[config.mk]
export PLATFORM = sky130hd
export DESIGN_NAME = auto_retry_tx_ctrl
export DESIGN_NICKNAME = d
export VERILOG_FILES = /design/src/radio_ctrl_pkg.sv /design/src/spi_reg_port.sv /design/src/auto_retry_tx_ctrl.sv
export SDC_FILE = /design/constraint.sdc
export NUM_CORES = 1
export LEC_CHECK = 0
export BUFFER_PORTS_ARGS = -buffer_cell sky130_fd_sc_hd__buf_2
export CAP_MARGIN = 0
export CORE_MARGIN = 3
export CORE_UTILIZATION = 24
export DETAILED_ROUTE_END_ITERATION = 12
export GPL_TIMING_DRIVEN = 1
export PLACE_DENSITY = 0.36
export SYNTH_ARGS = -nofsm -noshare
export SYNTH_HDL_FRONTEND = slang
export SYNTH_SLANG_ARGS = --single-unit
export TNS_END_PERCENT = 30
[constraint.sdc]
create_clock -name ref_clk_i -period 4.3 [get_ports ref_clk_i]
set_input_delay 0.43 -clock ref_clk_i [delete_from_list [all_inputs] [get_ports ref_clk_i]]
set_output_delay 0.43 -clock ref_clk_i [all_outputs]
set_load 0.01 [all_outputs]
[src/radio_ctrl_pkg.sv]
// shared constants and types of the auto-retry transmit controller
package radio_ctrl_pkg;

  // ==========================================================================
  // timing
  localparam int unsigned CLK_HZ           = 25_000_000;
  localparam int unsigned CLK_PERIOD_NS    = 1_000_000_000 / CLK_HZ;
  localparam int unsigned SYMBOL_NS        = 16_000;
  localparam int unsigned ACK_WAIT_SYM     = 46;
  localparam int unsigned ACK_WAIT_STD_SYM = 54;
  localparam int unsigned ACK_WAIT_CYC     = ACK_WAIT_SYM * SYMBOL_NS / CLK_PERIOD_NS;
  localparam int unsigned IRQ_LATE_SYM     = 2;
  localparam int unsigned IRQ_LATE_CYC     = IRQ_LATE_SYM * SYMBOL_NS / CLK_PERIOD_NS;

  // ==========================================================================
  // register map and fields
  localparam logic [5:0] ADDR_STATE   = 6'h01;
  localparam logic [5:0] ADDR_CMD     = 6'h02;
  localparam logic [5:0] ADDR_CCA     = 6'h08;
  localparam logic [5:0] ADDR_VERSION = 6'h1d;
  localparam logic [5:0] ADDR_RETRY   = 6'h2c;
  localparam int unsigned SPI_WR_BIT  = 7;
  localparam int unsigned RESULT_LSB  = 5;
  localparam int unsigned RETRY_LSB   = 4;
  localparam int unsigned CCA_REQ_BIT = 7;
  localparam int unsigned CHANNEL_CHECK_DONE_BIT = 7;
  localparam logic [3:0] RETRY_RST    = 4'h3;
  localparam logic [7:0] VERSION_RST  = 8'h5a;  // arbitrary value

  typedef enum logic [4:0] {
    CMD_NOP      = 5'h00,
    CMD_TX_START = 5'h02,
    CMD_RX       = 5'h06,
    CMD_OFF      = 5'h08,
    CMD_SYNTH    = 5'h09,
    CMD_ARET     = 5'h19
  } transceiver_command_t;

  typedef enum logic [2:0] {
    RES_SUCCESS = 3'h0,
    RES_NO_ACK  = 3'h5
  } transaction_result_t;

  typedef enum logic [2:0] {
    S_OFF       = 3'b000,
    S_RX        = 3'b001,
    S_SYNTH     = 3'b010,
    S_ARET_IDLE = 3'b011,
    S_TX        = 3'b100,
    S_ACK       = 3'b101,
    S_ACK_RX    = 3'b110
  } ctrl_state_t;

  // visible transceiver_state codes
  localparam logic [4:0] VIS_OFF    = 5'h08;
  localparam logic [4:0] VIS_RX     = 5'h06;
  localparam logic [4:0] VIS_SYNTH  = 5'h09;
  localparam logic [4:0] VIS_IDLE   = 5'h19;
  localparam logic [4:0] VIS_ACTIVE = 5'h12;

  typedef struct packed {
    logic       stb;
    logic [5:0] addr;
    logic [7:0] data;
  } reg_wr_t;

  typedef struct packed {
    logic tx_done;
    logic preamble;
    logic rx_done;
    logic fcs_ok;
    logic is_ack;
    logic cca_valid;
    logic cca_busy;
  } radio_evt_t;

endpackage : radio_ctrl_pkg

[src/spi_reg_port.sv]
// serial register port: mode 0, address byte then data byte
module spi_reg_port (
  input  wire logic                   ref_clk_i,
  input  wire logic                   sys_rst_i,
  input  wire logic                   spi_sel_n_i,
  input  wire logic                   spi_sclk_i,
  input  wire logic                   spi_mosi_i,
  input  wire logic [7:0]             rd_data_i,
  output logic                        spi_miso_o,
  output logic [5:0]                  rd_addr_o,
  output radio_ctrl_pkg::reg_wr_t     wr_o
);
  import radio_ctrl_pkg::*;

  // ==========================================================================
  // pin synchronisers
  logic [2:0] sclk_s, sel_s, mosi_s;
  logic       sclk_lvl_r, sclk_lvl_nxt, sel_n_lvl_r, sel_n_lvl_nxt;
  logic       rise, fall;

  always_ff @(posedge ref_clk_i or posedge sys_rst_i) begin
    if (sys_rst_i) begin
      sclk_s <= 3'h0;
      sel_s  <= 3'h7;
      mosi_s <= 3'h0;
    end else begin
      sclk_s <= {sclk_s[1:0], spi_sclk_i};
      sel_s  <= {sel_s[1:0], spi_sel_n_i};
      mosi_s <= {mosi_s[1:0], spi_mosi_i};
    end
  end

  // a level counts once stages two and three agree
  always_comb begin
    sclk_lvl_nxt  = (sclk_s[1] == sclk_s[2]) ? sclk_s[2] : sclk_lvl_r;
    sel_n_lvl_nxt = (sel_s[1] == sel_s[2]) ? sel_s[2] : sel_n_lvl_r;
    rise = !sel_n_lvl_r && sclk_lvl_nxt && !sclk_lvl_r;
    fall = !sel_n_lvl_r && !sclk_lvl_nxt && sclk_lvl_r;
  end

  // ==========================================================================
  // shifter
  logic [3:0] cnt_r, cnt_nxt;
  logic [7:0] sin_r, sin_nxt, sout_r, sout_nxt;
  logic       wr_mode_r, wr_mode_nxt, miso_nxt;
  logic [5:0] addr_nxt;
  reg_wr_t    wr_nxt;

  always_comb begin
    cnt_nxt     = cnt_r;
    sin_nxt     = sin_r;
    sout_nxt    = sout_r;
    wr_mode_nxt = wr_mode_r;
    miso_nxt    = spi_miso_o;
    addr_nxt    = rd_addr_o;
    wr_nxt      = '0;
    if (sel_n_lvl_r) begin
      cnt_nxt = 4'h0;
    end else if (rise) begin
      sin_nxt = {sin_r[6:0], mosi_s[2]};
      cnt_nxt = cnt_r + 4'h1;
      if (cnt_r == 4'h7) begin
        wr_mode_nxt = sin_r[SPI_WR_BIT - 1];
        addr_nxt    = {sin_r[4:0], mosi_s[2]};
      end
      if (cnt_r == 4'hf && wr_mode_r) begin
        wr_nxt.stb  = 1'b1;
        wr_nxt.addr = rd_addr_o;
        wr_nxt.data = {sin_r[6:0], mosi_s[2]};
      end
    end else if (fall) begin
      // miso moves only on a falling sclk edge
      if (cnt_r == 4'h8) begin
        sout_nxt = {rd_data_i[6:0], 1'b0};
        miso_nxt = rd_data_i[7];
      end else begin
        sout_nxt = {sout_r[6:0], 1'b0};
        miso_nxt = sout_r[7];
      end
    end
  end

  always_ff @(posedge ref_clk_i or posedge sys_rst_i) begin
    if (sys_rst_i) begin
      sclk_lvl_r  <= 1'b0;
      sel_n_lvl_r <= 1'b1;
      cnt_r       <= 4'h0;
      sin_r       <= 8'h00;
      sout_r      <= 8'h00;
      wr_mode_r   <= 1'b0;
      spi_miso_o  <= 1'b0;
      rd_addr_o   <= 6'h00;
      wr_o        <= '0;
    end else begin
      sclk_lvl_r  <= sclk_lvl_nxt;
      sel_n_lvl_r <= sel_n_lvl_nxt;
      cnt_r       <= cnt_nxt;
      sin_r       <= sin_nxt;
      sout_r      <= sout_nxt;
      wr_mode_r   <= wr_mode_nxt;
      spi_miso_o  <= miso_nxt;
      rd_addr_o   <= addr_nxt;
      wr_o        <= wr_nxt;
    end
  end
endmodule : spi_reg_port

[src/auto_retry_tx_ctrl.sv]
// auto-retry transmit controller with command and status register port
// ============================================================================
// Overview of operation
// - retry limit zero means no retransmission in an auto-retry transaction
// - a buffered frame is sent again by transmit-begin alone
// - listen command during active phase waits, runs right after it ends
// - frame arriving near ack wait end leaves result no-acknowledgment
// - acknowledgment wait lasts 46 symbols, not the standard 54
// - end irq comes late after retransmissions; host should retry itself
// - a channel check request may be dropped, done flag stays low
// - miso changes on the falling sclk edge
// - silicon version readable at address 0x1d
// - transaction result reported in a field of address 0x02
// - every received frame has its check sequence tested
module auto_retry_tx_ctrl #(
  parameter int unsigned ACK_WAIT_CYC_P = radio_ctrl_pkg::ACK_WAIT_CYC,
  parameter int unsigned IRQ_LATE_CYC_P = radio_ctrl_pkg::IRQ_LATE_CYC,
  parameter logic [7:0]  VERSION_ID     = radio_ctrl_pkg::VERSION_RST
) (
  input  wire logic                       ref_clk_i,
  input  wire logic                       sys_rst_i,
  input  wire logic                       spi_sel_n_i,
  input  wire logic                       spi_sclk_i,
  input  wire logic                       spi_mosi_i,
  input  wire radio_ctrl_pkg::radio_evt_t radio_i,
  output logic                            spi_miso_o,
  output logic                            tx_req_o,
  output logic                            rx_en_o,
  output logic                            cca_req_o,
  output logic                            channel_check_done_o,
  output logic                            frame_valid_o,
  output logic                            transfer_end_irq_o,
  output logic [4:0]                      transceiver_state_o
);
  import radio_ctrl_pkg::*;

  function automatic logic [4:0] vis_state(input ctrl_state_t s);
    case (s)
      S_OFF:       vis_state = VIS_OFF;
      S_RX:        vis_state = VIS_RX;
      S_SYNTH:     vis_state = VIS_SYNTH;
      S_ARET_IDLE: vis_state = VIS_IDLE;
      default:     vis_state = VIS_ACTIVE;
    endcase
  endfunction : vis_state

  // ==========================================================================
  // register port
  reg_wr_t    wr;
  logic [5:0] rd_addr;
  logic [7:0] rd_data;
  logic [3:0] retry_lim_r, retry_lim_nxt;
  logic [2:0] result_r, result_nxt;
  logic       cmd_stb, cca_cmd;
  transceiver_command_t cmd;

  spi_reg_port u_port (
    .ref_clk_i   (ref_clk_i),
    .sys_rst_i   (sys_rst_i),
    .spi_sel_n_i (spi_sel_n_i),
    .spi_sclk_i  (spi_sclk_i),
    .spi_mosi_i  (spi_mosi_i),
    .rd_data_i   (rd_data),
    .spi_miso_o  (spi_miso_o),
    .rd_addr_o   (rd_addr),
    .wr_o        (wr)
  );

  always_comb begin
    cmd_stb = wr.stb && wr.addr == ADDR_CMD;
    cmd     = transceiver_command_t'(wr.data[4:0]);
    cca_cmd = wr.stb && wr.addr == ADDR_CCA && wr.data[CCA_REQ_BIT];
    retry_lim_nxt = retry_lim_r;
    if (wr.stb && wr.addr == ADDR_RETRY) begin
      retry_lim_nxt = wr.data[RETRY_LSB +: 4];
    end
    case (rd_addr)
      ADDR_STATE:   rd_data = {3'h0, transceiver_state_o};
      ADDR_CMD:     rd_data = {result_r, 5'h00};
      ADDR_CCA:     rd_data = {channel_check_done_o, 7'h00};
      ADDR_VERSION: rd_data = VERSION_ID;
      ADDR_RETRY:   rd_data = {retry_lim_r, 4'h0};
      default:      rd_data = 8'h00;
    endcase
  end

  // ==========================================================================
  // transaction state machine
  ctrl_state_t state_r, state_nxt;
  logic [15:0] tmr_r, tmr_nxt;
  logic [3:0]  retry_cnt_r, retry_cnt_nxt;
  logic        pend_rx_r, pend_rx_nxt, tx_req_nxt, rx_en_nxt;
  logic        busy, ack_ok, miss, fin;

  always_comb begin
    state_nxt     = state_r;
    tmr_nxt       = tmr_r;
    retry_cnt_nxt = retry_cnt_r;
    pend_rx_nxt   = pend_rx_r;
    result_nxt    = result_r;
    tx_req_nxt    = 1'b0;
    miss          = 1'b0;
    fin           = 1'b0;
    busy          = state_r == S_TX || state_r == S_ACK || state_r == S_ACK_RX;
    ack_ok        = radio_i.rx_done && radio_i.fcs_ok && radio_i.is_ack;
    // held so the receiver is not switched on mid-transaction
    if (busy && cmd_stb && cmd == CMD_RX) begin
      pend_rx_nxt = 1'b1;
    end
    case (state_r)
      S_OFF, S_RX, S_SYNTH, S_ARET_IDLE: begin
        if (cmd_stb) begin
          case (cmd)
            CMD_OFF:   state_nxt = S_OFF;
            CMD_RX:    state_nxt = S_RX;
            CMD_SYNTH: state_nxt = S_SYNTH;
            CMD_ARET:  state_nxt = S_ARET_IDLE;
            CMD_TX_START: begin
              if (state_r == S_ARET_IDLE) begin
                state_nxt     = S_TX;
                tx_req_nxt    = 1'b1;
                retry_cnt_nxt = 4'h0;
              end
            end
            default: ;
          endcase
        end
      end
      S_TX: begin
        if (radio_i.tx_done) begin
          state_nxt = S_ACK;
          tmr_nxt   = 16'h0000;
        end
      end
      S_ACK: begin
        if (ack_ok) begin
          fin        = 1'b1;
          result_nxt = RES_SUCCESS;
        end else if (tmr_r == 16'(ACK_WAIT_CYC_P - 1)) begin
          // a frame already under way is taken in, but cannot count as ack
          if (radio_i.preamble) begin
            state_nxt = S_ACK_RX;
          end else begin
            miss = 1'b1;
          end
        end else begin
          tmr_nxt = tmr_r + 16'h0001;
        end
      end
      S_ACK_RX: begin
        if (radio_i.rx_done) begin
          miss = 1'b1;
        end
      end
      default: state_nxt = S_OFF;
    endcase
    if (miss) begin
      if (retry_cnt_r < retry_lim_r) begin
        state_nxt     = S_TX;
        tx_req_nxt    = 1'b1;
        retry_cnt_nxt = retry_cnt_r + 4'h1;
      end else begin
        fin        = 1'b1;
        result_nxt = RES_NO_ACK;
      end
    end
    if (fin) begin
      state_nxt   = pend_rx_nxt ? S_RX : S_ARET_IDLE;
      pend_rx_nxt = 1'b0;
    end
    rx_en_nxt = state_nxt == S_RX || state_nxt == S_ACK || state_nxt == S_ACK_RX;
  end

  always_ff @(posedge ref_clk_i or posedge sys_rst_i) begin
    if (sys_rst_i) begin
      state_r             <= S_OFF;
      tmr_r               <= 16'h0000;
      retry_cnt_r         <= 4'h0;
      retry_lim_r         <= RETRY_RST;
      pend_rx_r           <= 1'b0;
      result_r            <= RES_SUCCESS;
      tx_req_o            <= 1'b0;
      rx_en_o             <= 1'b0;
      transceiver_state_o <= VIS_OFF;
    end else begin
      state_r             <= state_nxt;
      tmr_r               <= tmr_nxt;
      retry_cnt_r         <= retry_cnt_nxt;
      retry_lim_r         <= retry_lim_nxt;
      pend_rx_r           <= pend_rx_nxt;
      result_r            <= result_nxt;
      tx_req_o            <= tx_req_nxt;
      rx_en_o             <= rx_en_nxt;
      transceiver_state_o <= vis_state(state_nxt);
    end
  end

  // ==========================================================================
  // end-of-transfer interrupt
  logic [15:0] late_tmr_r, late_tmr_nxt;
  logic        late_act_r, late_act_nxt, irq_nxt;

  // after retransmissions the pulse trails the state change; software retry avoids it
  always_comb begin
    late_tmr_nxt = late_tmr_r;
    late_act_nxt = late_act_r;
    irq_nxt      = 1'b0;
    if (late_act_r) begin
      late_tmr_nxt = late_tmr_r + 16'h0001;
      if (late_tmr_r == 16'(IRQ_LATE_CYC_P - 1)) begin
        late_act_nxt = 1'b0;
        irq_nxt      = 1'b1;
      end
    end
    if (fin) begin
      if (retry_cnt_r != 4'h0) begin
        late_act_nxt = 1'b1;
        late_tmr_nxt = 16'h0000;
      end else begin
        irq_nxt = 1'b1;
      end
    end
  end

  always_ff @(posedge ref_clk_i or posedge sys_rst_i) begin
    if (sys_rst_i) begin
      late_tmr_r         <= 16'h0000;
      late_act_r         <= 1'b0;
      transfer_end_irq_o <= 1'b0;
    end else begin
      late_tmr_r         <= late_tmr_nxt;
      late_act_r         <= late_act_nxt;
      transfer_end_irq_o <= irq_nxt;
    end
  end

  // ==========================================================================
  // channel check and frame acceptance
  logic cca_req_nxt, channel_check_done_nxt, fv_nxt;

  always_comb begin
    cca_req_nxt  = 1'b0;
    channel_check_done_nxt = channel_check_done_o;
    fv_nxt       = rx_en_o && radio_i.rx_done && radio_i.fcs_ok;
    if (cca_cmd && state_r == S_RX) begin
      // a request met by a busy engine is lost; done stays low
      channel_check_done_nxt = 1'b0;
      cca_req_nxt  = !radio_i.cca_busy;
    end
    if (radio_i.cca_valid) begin
      channel_check_done_nxt = 1'b1;
    end
  end

  always_ff @(posedge ref_clk_i or posedge sys_rst_i) begin
    if (sys_rst_i) begin
      cca_req_o            <= 1'b0;
      channel_check_done_o <= 1'b1;
      frame_valid_o        <= 1'b0;
    end else begin
      cca_req_o            <= cca_req_nxt;
      channel_check_done_o <= channel_check_done_nxt;
      frame_valid_o        <= fv_nxt;
    end
  end
endmodule : auto_retry_tx_ctrl

After elaboration in Yosys (flattened, before gate mapping)
Cells that the tools add are included.
W data, S select, Z words.
{ "totals": {"regBits": 112, "output_inout_bits": 12, "elab_cells": 172} }
{ "op_classes": {"n_addsub": 4, "order_cmp": 1, "eq_ne": 34, "n_mux": 67, "n_bitwise": 2, "reduce_logical": 35} }
{ "ops": {"columns": ["op", "n"], "rows": [
  ["$mux W16", 6],
  ["$mux W15", 3],
  ["$pmux W8 S5", 1],
  ["$mux W3", 13],
  ["$add A16 B1 Y16 const B", 2],
  ["$mux W4", 8],
  ["$pmux W16 S2", 1],
  ["$mux W1", 29],
  ["$pmux W5 S4", 1],
  ["$eq A16 B10 Y1 const B", 1],
  ["$eq A16 B15 Y1 const B", 1],
  ["$logic_and A1 B1 Y1", 16],
  ["$eq A3 B3 Y1 const B", 5],
  ["$pmux W3 S5", 1],
  ["$eq A3 B2 Y1 const B", 4],
  ["$eq A6 B2 Y1 const B", 2],
  ["$eq A6 B4 Y1 const B", 2],
  ["$eq A6 B6 Y1 const B", 2],
  ["$pmux W3 S4", 1],
  ["$eq A5 B4 Y1 const B", 2],
  ["$add A4 B1 Y4 const B", 2],
  ["$eq A4 B4 Y1 const B", 2],
  ["$mux W8", 1],
  ["$eq A3 B1 Y1 const B", 2],
  ["21 further kinds", 35]
]} }

Longest topological paths before layout
Gate-level depths: netlist of the first run.
{ "logic_depth": {"depth_word": 11, "depth_mapped": 9} }

Cells and area by module
From an unflattened synthesis of the first run, not the netlist that was laid out.
{ "hier_totals": {"hier_cells": 502, "area_unflattened_um2": 5296.3} }
{ "modules_own_cells": {"columns": ["mod", "n_inst", "cells_per_inst", "area_per_inst_um2", "seq_area_each_um2"], "rows": [
  ["auto_retry_tx_ctrl", 1, 344, 3343.2, 1481.4],
  ["spi_reg_port", 1, 158, 1953.1, 1306.3]
]} }

Least setup slack after synthesis of the first run
Ideal clock, no wire load.
{ "synth_path": {"path_kind": "flip-flop to flip-flop", "from": "register tmr_r[5]", "to": "register late_tmr_r[5]", "setup_time_ns": 0.119, "arrival_time_ns": 2.319, "path_slack_ns": 1.863, "path_stages_with_launch": 9, "n_path_buf": 2, "synth_period_minus_slack_ns": 2.437, "cell_sequence": "dfrtp_1 > buf_6 > or4_1 > or4_4 > a2111oi_4 > a211oi_2 > a21oi_4 > buf_6 > nor2_1"} }
{ "synth_via": {"elab_chain_cells": 6} }
{ "synth_lines": {"columns": ["element", "line", "text"], "rows": [
  ["start: declaration", "auto_retry_tx_ctrl.sv:90", "logic [15:0] tmr_r, tmr_nxt;"],
  ["start signal: assignment", "auto_retry_tx_ctrl.sv:187", "tmr_r <= tmr_nxt;"],
  ["$eq A16 B15 Y1", "auto_retry_tx_ctrl.sv:139", "end else if (tmr_r == 16'(ACK_WAIT_CYC_P - 1)) begin"],
  ["$mux W1", "auto_retry_tx_ctrl.sv:139", null],
  ["$mux W1", "auto_retry_tx_ctrl.sv:136", "if (ack_ok) begin"],
  ["$pmux W1 S2", "auto_retry_tx_ctrl.sv:110", "case (state_r)"],
  ["$mux W1", "auto_retry_tx_ctrl.sv:157", "if (miss) begin"],
  ["$mux W16", "auto_retry_tx_ctrl.sv:215", "if (fin) begin"],
  ["net late_tmr_nxt[5]", "auto_retry_tx_ctrl.sv:200", "logic [15:0] late_tmr_r, late_tmr_nxt;"],
  ["end signal: assignment", "auto_retry_tx_ctrl.sv:231", "late_tmr_r <= late_tmr_nxt;"],
  ["end: declaration", "auto_retry_tx_ctrl.sv:200", null]
]} }
The timed path passes the listed nets, and every way through them passes these cells.
A chain may end at the register's enable or synchronous reset.

Worst setup path after layout of the first run
{ "layout_path": {"from": "register retry_cnt_r[2]", "to": "register rx_en_o"} }
{ "layout_via": {"elab_chain_cells": 7, "elab_cells_between_ends": 11} }
{ "layout_lines": {"columns": ["element", "line", "text"], "rows": [
  ["start: declaration", "auto_retry_tx_ctrl.sv:91", "logic [3:0] retry_cnt_r, retry_cnt_nxt;"],
  ["start signal: assignment", "auto_retry_tx_ctrl.sv:188", "retry_cnt_r <= retry_cnt_nxt;"],
  ["$lt A4 B4 Y1 *", "auto_retry_tx_ctrl.sv:158", "if (retry_cnt_r < retry_lim_r) begin"],
  ["$mux W3 or $mux W1 (tied branches)", "auto_retry_tx_ctrl.sv:158", null],
  ["$mux W3 or $mux W1 (tied branches)", "auto_retry_tx_ctrl.sv:157", null],
  ["$mux W3 *", "auto_retry_tx_ctrl.sv:167", "if (fin) begin"],
  ["$eq A3 B1 Y1 or $eq A3 B3 Y1 (tied branches)", "auto_retry_tx_ctrl.sv:171", "rx_en_nxt = state_nxt == S_RX || state_nxt == S_ACK || state_nxt == S_ACK_RX;"],
  ["$logic_or A1 B1 Y1", "auto_retry_tx_ctrl.sv:171", null],
  ["$logic_or A1 B1 Y1 *", "auto_retry_tx_ctrl.sv:171", null],
  ["net rx_en_nxt", "auto_retry_tx_ctrl.sv:92", "logic pend_rx_r, pend_rx_nxt, tx_req_nxt, rx_en_nxt;"],
  ["end signal: assignment", "auto_retry_tx_ctrl.sv:193", "rx_en_o <= rx_en_nxt;"],
  ["end: declaration", "auto_retry_tx_ctrl.sv:28", "output logic rx_en_o,"]
]} }
The timed path passes the listed nets; every way through them passes the cells marked *.

==> out/metrics.cfg, run 1 <==
[run_status]
outcome=finished clean

[die]
ioPinCount=24
core_sq_um=20620
die_w_um=152.4
fp.dieArea_sq_um=23230
num_rows=52
die_height_um=152.4
start_util_pct=24.95

[placed_design]
io_buffers=23
dp_hpwl_um=8294
place_congestion=0.7772

[logic_synthesis]
ys.flop_type=dfrtp_1
synth_cell_type_count=62
yosys_warnings=0
syn-instance-count=493
syn-num-nets=514
synth.top_cell.area_share_pct=50.09
synth.cell_area_sq_um=5146
synth.area.top_cells=dfrtp_1 50%, dfstp_2 4.1%, nor2_1 4.0%
synth_seq_area_share_pct=54.17
synth.largest_area_cell=dfrtp_1
synth_edf_count=0
avgSynthCellArea_sq_um=10.44
synth_async_sr_flop_share_pct=100.0
ys_ff_latch=111

[layout]
layout.nets=536
diodes=0
drive_gt1_share_pct=15.77
area_growth_pct=13.37
fillCellCount=2181
final_util_pct=28.29

[cts]
clock_latency_ns=0.36
cts_setup_buffers=0
hold_buffers=0
cts_tree=done
cts_buffers=9
cts.sinks=111
cts_max_level=3
path_clk_slew_ns=0.08
ctsResizeCount=0
cts_root_buffer=clkbuf_16
cts.path.max_buffers=2

[critical_path]
cp_cell_sequence=ha_1 -> or2_2 -> a21oi_1 -> a21oi_1 -> a211oi_2 -> inv_1 -> o311ai_1
r2r_slack_ns=1.45
cpMostUsedCell=a21oi_1
crit_family=compound AO/OA/AOI/OAI gates
crit_path_end_kind=register
worst_ep_required_time_ns=4.53
cp_num_buf_inv=1
crit_slowest_cell=a211oi_2
start_kind=register
r2r_start=retry_cnt_r[2]$_DFF_PP0_
crit_fanout=8
critPathKind=register to register
slowest_delay_ns=0.63
r2r-end=rx_en_o$_DFF_PP0_
reg2reg_depth=7
arrival_ns=3.08

[timing]
timing.final.crit_share_pct=66.29
layout_min_cycle_time_ns=2.850
relSlewSlack_pct=34.25
finalMaxSlewViolations=0
rsz0062_at_grt=no
fin_tns_setup_ns=0
fmax_mhz=350.8
max_slew.worst_pin.slew_ns=0.9726
worst_clock_skew_ns=0.01109
setup_viol=0
hold_violations=0

[global_routing]
grt_pass1_wl_um=19930
grt_use_total_pct=10.56
grt_pass1_vias=3694
antenna_found_initial=0
overflow=0
grt_max_degree=61

[power]
power_frac_seq_pct=55.2
switchingPower_mw=0.6815
power_frac_clock_pct=34.2
p_int_mw=1.692
swShare_pct=28.71
leakage_nw=2.451
p_comb_share_pct=10.6
power_density_nw_per_um2=406.9
ir_drop_mv=0.2028

[worst_hold_path]
hold_class=input port to register
hp-start=spi_sel_n_i
holdPathStages=1
holdPathEnd=u_port.sel_s[0]$_DFF_PP1_

[detailed_routing]
wl_per_cell_um=14.59
wl_um=11530
vias=3607
ant_nets=0
first_pass_iters=5
drc_errors=0
dr.first_iter.drc_count=159
viasPerCell=4.566

[run]
drv_cap=0

## state kept, by name, indices dropped and copies added, names as in the netlist, 3 cells and up
signal	count
u_port.mosi_s	3
u_port.cnt_r	4
result_r	3
u_port.sin_r	7
u_port.sout_r	7
tmr_r	16
retry_cnt_r	4
u_port.rd_addr_o	6
u_port.sel_s	3
late_tmr_r	16
state_r	3
u_port.sclk_s	3
transceiver_state_o	5
u_port.wr_o	15
retry_lim_r	4
## cells by family after synthesis
kind of cell    Yosys count  synth area share (%)
xor+xnor                 27                 4.595
simple gates            215                 22.03
fa+ha+maj                11                 2.577
compound gates           80                 10.31
flops                   111                 54.17
buf+inv                  32                 2.674
mux                      17                 3.647
## metrics by stage
step	area [sq um]	hold WS, ns	setup WS [ns]	power (mW)	cells
final	5834	0.1699	1.450	2.374	790
after global placement	5550	0.3330	1.474	1.584	774
after floorplan	5146	0.3312	0.9526	1.493	493
after global routing	5834	0.1518	1.171	2.522	790
after detailed placement	5550	0.3347	1.456	1.589	774
after CTS	5834	0.1486	1.441	2.425	790
## final cells by class
class                      count  area, sq um  share of cell area (%)
clock buffer                   9        225.2                   3.860
clock inverter                 7        58.81                   1.008
inverter                      17        66.31                   1.137
multi-input combinational    350         2221                   38.07
sequential                   111         2788                   47.78
tap                          270        337.8                   5.790
timing repair buffer          26        137.6                   2.359
## power groups by stage
stage	Combinational [mW]	Clock [mW]	Sequential, mW
finish	0.252	0.812	1.31
global route	0.295	0.893	1.33
CTS	0.261	0.852	1.31
detailed placement	0.260	0	1.33
global placement	0.254	0	1.33
floorplan	0.216	0	1.28
## layer usage
| layer | part of all wire (%) | up-vias | wire length [um] | track usage [%] |
|---|---|---|---|---|
| li1 | - | 1769 | - | - |
| met2 | 47 | 34 | 5377 | 16.55 |
| met4 | 1.3 | 0 | 155 | 3.055 |
| met3 | 2.7 | 9 | 309 | 2.386 |
| met5 | 0 | - | 0 | 0 |
| met1 | 49 | 1795 | 5688 | 14.69 |
## layout by cell type (no fill, tap or decap), types with 14 or more instances in the layout
| master | Yosys | final |
|---|---|---|
| nor2_1 | 55 | 55 |
| o21ai_0 | 28 | 28 |
| nand3_1 | 17 | 17 |
| buf_2 | 2 | 23 |
| nand2_1 | 43 | 43 |
| mux2_2 | 14 | 14 |
| a21oi_1 | 18 | 18 |
| inv_1 | 17 | 16 |
| dfrtp_1 | 103 | 103 |
| xor2_1 | 14 | 14 |
## worst max-delay path by stage
stage / slack, ns / end / from / depth (start not counted)
CTS: 1.44 / rx_en_o$_DFF_PP0_ / retry_cnt_r[2]$_DFF_PP0_ / 7
floorplan: 0.95 / cca_req_o$_DFF_PP0_ / sys_rst_i / 1
global route: 1.17 / rx_en_o$_DFF_PP0_ / retry_cnt_r[2]$_DFF_PP0_ / 7
detailed placement: 1.46 / rx_en_o$_DFF_PP0_ / retry_cnt_r[2]$_DFF_PP0_ / 7
global placement: 1.47 / rx_en_o$_DFF_PP0_ / retry_cnt_r[2]$_DFF_PP0_ / 7
finish: 1.45 / rx_en_o$_DFF_PP0_ / retry_cnt_r[2]$_DFF_PP0_ / 7
## synth_stat cells, types with 5 or more instances
cell / count
dfrtp_1: 103
nor2_1: 55
nand2_1: 43
o21ai_0: 28
a21oi_1: 18
inv_1: 17
nand3_1: 17
mux2_2: 14
xor2_1: 14
and2_1: 13
nor3_1: 13
xnor2_1: 13
and3_1: 10
clkbuf_1: 10
ha_1: 9
dfstp_2: 8
or3_1: 8
nand4_1: 7
a21o_1: 6
a22oi_1: 6
nand2b_1: 6
nor4_1: 6
nor3b_1: 5
nor4b_1: 5
or2_2: 5
(Power assumes the default switching activity.)
==> run 2, diff against run 1 <==
ABC_AREA = 1   (was unset)
PLACE_DENSITY = 0.37   (was 0.36)
clock period = 2.6 ns   (was 4.3 ns; I/O delays follow)
==> run 2 against run 1 <==
  * Fmax grew 38%
  * Flip-flop and latch count is the same
  * Critical endpoint is now late_tmr_r[8]$_DFF_PP0_
  * Clock-buffer cell count grew 1
  * Utilization grew 0.32 points
  * Final cell count grew 18%
  * Cell area grew 5.0%
  * Sequential power grew 45%
==> out/metrics.cfg, run 2 <==
[logic_synthesis]
ys.flop_type=dfrtp_1
synth.top_cell.area_share_pct=48.35  ; -1.7 points
yosys_warnings=0  ; unchanged
synth_most_common_cell=nand2_1
synth.cell_area_sq_um=5331  ; +3.6%
synth_edf_count=0  ; unchanged
synth_cell_type_count=45  ; -27%
ys_ff_latch=111  ; unchanged
synth.area.top_cells=dfrtp_1 48%, nand2_1 8.9%, inv_1 6.1%
avgSynthCellArea_sq_um=8.627  ; -17%
yosys-top-cells-count=126 x nand2_1, 103 x dfrtp_1, 87 x inv_1, 71 x nor2_1, 36 x nand3_1
syn-num-nets=639  ; +24%
syn-instance-count=618  ; +25%
synth.largest_area_cell=dfrtp_1
synth_seq_area_share_pct=52.29  ; -1.9 points
synth_async_sr_flop_share_pct=100.0  ; unchanged

[die]
ioPinCount=24  ; unchanged
core_sq_um=21420  ; +3.9%
die_height_um=155.0  ; +1.7%
start_util_pct=24.89  ; -0.061 points
fp.dieArea_sq_um=24040  ; +3.5%
die_w_um=155.0  ; +1.7%
num_rows=53  ; +1.9%

[cts]
cts_max_level=3  ; unchanged
cts.sinks=111  ; unchanged
cts_buffers=9  ; unchanged
cts.path.max_buffers=2  ; unchanged
cts_tree=done
cts_root_buffer=clkbuf_16
cts_setup_buffers=0  ; unchanged
path_clk_slew_ns=0.08  ; about the same
clock_latency_ns=0.36  ; about the same

[timing]
rsz0062_at_grt=no
worst_clock_skew_ns=0.01118  ; +0.00009040 ns
layout_min_cycle_time_ns=2.063  ; -0.7878 ns
setup_viol=0  ; unchanged
fmax_mhz=484.8  ; +38%
hold_violations=0  ; unchanged
fin_tns_setup_ns=0  ; unchanged
finalMaxSlewViolations=0  ; unchanged
timing.final.crit_share_pct=79.33  ; +13 points
relSlewSlack_pct=58.82  ; +25 points
max_slew.worst_pin.slew_ns=0.6121  ; -0.3605 ns

[layout]
multi_input_comb_area_sq_um=2142  ; -3.5%
diodes=0  ; unchanged
ff_latch_area_sq_um=2788  ; unchanged
final_cell_mix=126 x nand2_1, 103 x dfrtp_1, 86 x inv_1
final_common_cell=nand2_1
fillCellCount=2290  ; +5.0%
reg_top3=late_tmr_r x16, tmr_r x16, u_port.wr_o x15
drive_gt1_share_pct=14.42  ; -1.4 points
layout.nets=675  ; +26%
area_growth_pct=14.93

[placed_design]
io_buffers=23  ; unchanged
dp_hpwl_um=9198  ; +11%
place_congestion=0.7529  ; -3.1%

[critical_path]
crit_path_end_kind=register
critPathKind=register to register
cpMostUsedCell=nand2_4
crit_family=flip-flops
r2r-end=late_tmr_r[8]$_DFF_PP0_
cp_num_buf_inv=3  ; +2
crit_slowest_cell=dfstp_2
start_kind=register
cp_cell_sequence=inv_1 -> ha_1 -> a21o_1 -> a21oi_1 -> nand2_4 -> nand2_4 -> inv_2 -> nand2_4 -> inv_2 -> nor3_1
slowest_delay_ns=0.52  ; -0.11 ns
crit_fanout=13  ; +5
r2r_slack_ns=0.54  ; -0.91 ns
arrival_ns=2.34  ; -0.74 ns
reg2reg_depth=10  ; +3
r2r_start=retry_lim_r[1]$_DFFE_PP1P_
worst_ep_required_time_ns=2.87  ; -1.66 ns

[global_routing]
antenna_found_initial=0  ; unchanged
grt_pass1_wl_um=21190  ; +6.3%
grt_pass1_vias=4218  ; +14%
overflow=0  ; unchanged
grt_use_total_pct=10.97  ; +0.41 points
grt_max_degree=41  ; -33%

[power]
p_total_mw=3.591  ; +51%
power_density_nw_per_um2=586.1  ; +44%
ir_drop_mv=0.3132  ; +54%
leakage_nw=2.884  ; +18%

[detailed_routing]
viasPerCell=4.333  ; -5.1%
wl_per_cell_um=13.07  ; -10%
wl_um=12210  ; +5.9%
first_pass_iters=4  ; -1
drc_errors=0  ; unchanged
vias=4047  ; +12%
ant_nets=0  ; unchanged
dr.first_iter.drc_count=169  ; +6.3%

[worst_hold_path]
hold_class=input port to register
hp-start=radio_i[0]
holdPathEnd=cca_req_o$_DFF_PP0_
holdPathStages=2  ; +1

[run]
drv_cap=0  ; unchanged

[run_status]
outcome=finished clean

-- run 2: cell types whose count changed in the layout (fill, tap and decap cells not counted), moves of 9 or more --
cell | previous run | this run
and2_1 | 13 | 0
and3_1 | 10 | 1
inv_1 | 16 | 86
mux2_2 | 14 | 1
nand2_1 | 43 | 126
nand3_1 | 17 | 36
nand4_1 | 7 | 16
nor2_1 | 55 | 71
nor2_2 | 0 | 12
xnor2_1 | 13 | 4
-- run 2: how the worst max path moves through the flow --
stage                                     startpoint  cells after the start                  endpoint
after global routing      retry_lim_r[1]$_DFFE_PP1P_                     10   late_tmr_r[8]$_DFF_PP0_
after CTS                 retry_lim_r[1]$_DFFE_PP1P_                     10   late_tmr_r[8]$_DFF_PP0_
after global placement    retry_lim_r[1]$_DFFE_PP1P_                     10   late_tmr_r[8]$_DFF_PP0_
final                     retry_lim_r[1]$_DFFE_PP1P_                     10   late_tmr_r[8]$_DFF_PP0_
after floorplan           retry_lim_r[1]$_DFFE_PP1P_                     11  late_tmr_r[11]$_DFF_PP0_
after detailed placement  retry_lim_r[1]$_DFFE_PP1P_                     10   late_tmr_r[8]$_DFF_PP0_
-- run 2: layout make-up --
type / count / area share [%]
clock buffer: 10 / 3.737
tap: 275 / 5.616
sequential: 111 / 45.50
multi-input combinational: 406 / 34.96
clock inverter: 6 / 1.225
inverter: 94 / 5.820
timing repair buffer: 32 / 3.145
-- run 2: cells by family after synthesis --
logic type | count (synthesis) | share of synthesized area (%)
adders and majority gates | 11 | 2.488
buffers and inverters | 101 | 7.533
AOI/OAI and AO/OA | 75 | 8.542
xor gates and xnor gates | 19 | 3.121
and+or+nand+nor | 299 | 25.63
muxes | 2 | 0.3990
DFF | 111 | 52.29
-- run 2: metrics by stage --
| stage | area [sq um] | hold WS [ns] | util (%) | instances | setup slack, ns |
|---|---|---|---|---|---|
| floorplan | 5335 | 0.2645 | - | 618 | 0.7307 |
| global placement | 5783 | 0.1752 | 27.00 | 914 | 0.5843 |
| detailed placement | 5783 | 0.1753 | 27.00 | 914 | 0.5028 |
| CTS | 6127 | 0.03059 | 28.61 | 934 | 0.4952 |
| global route | 6127 | 0.05063 | 28.61 | 934 | 0.3580 |
| finish | 6127 | 0.05223 | 28.61 | 934 | 0.5375 |
-- run 2: report_power, final --
group,switching (mW),internal [mW],leakage (nW)
sequential,0.0595,1.84,1.37
combinational,0.156,0.0863,1.36
clock,0.686,0.767,0.146
total,0.901,2.69,2.88
-- run 2: repair_timing --
action / CTS / global route
endpoints found under the hold margin: 7 / 0
hold buffers: 4 / 0
gates resized for setup: 0 / 0
-- run 2: layer usage --
metal	GRT usage, %	wire length (um)	vias up
met5	0	0	-
met2	17.27	5569	38
met1	14.94	6116	1946
li1	-	-	2051
met4	4.121	228	0
met3	2.170	294	12
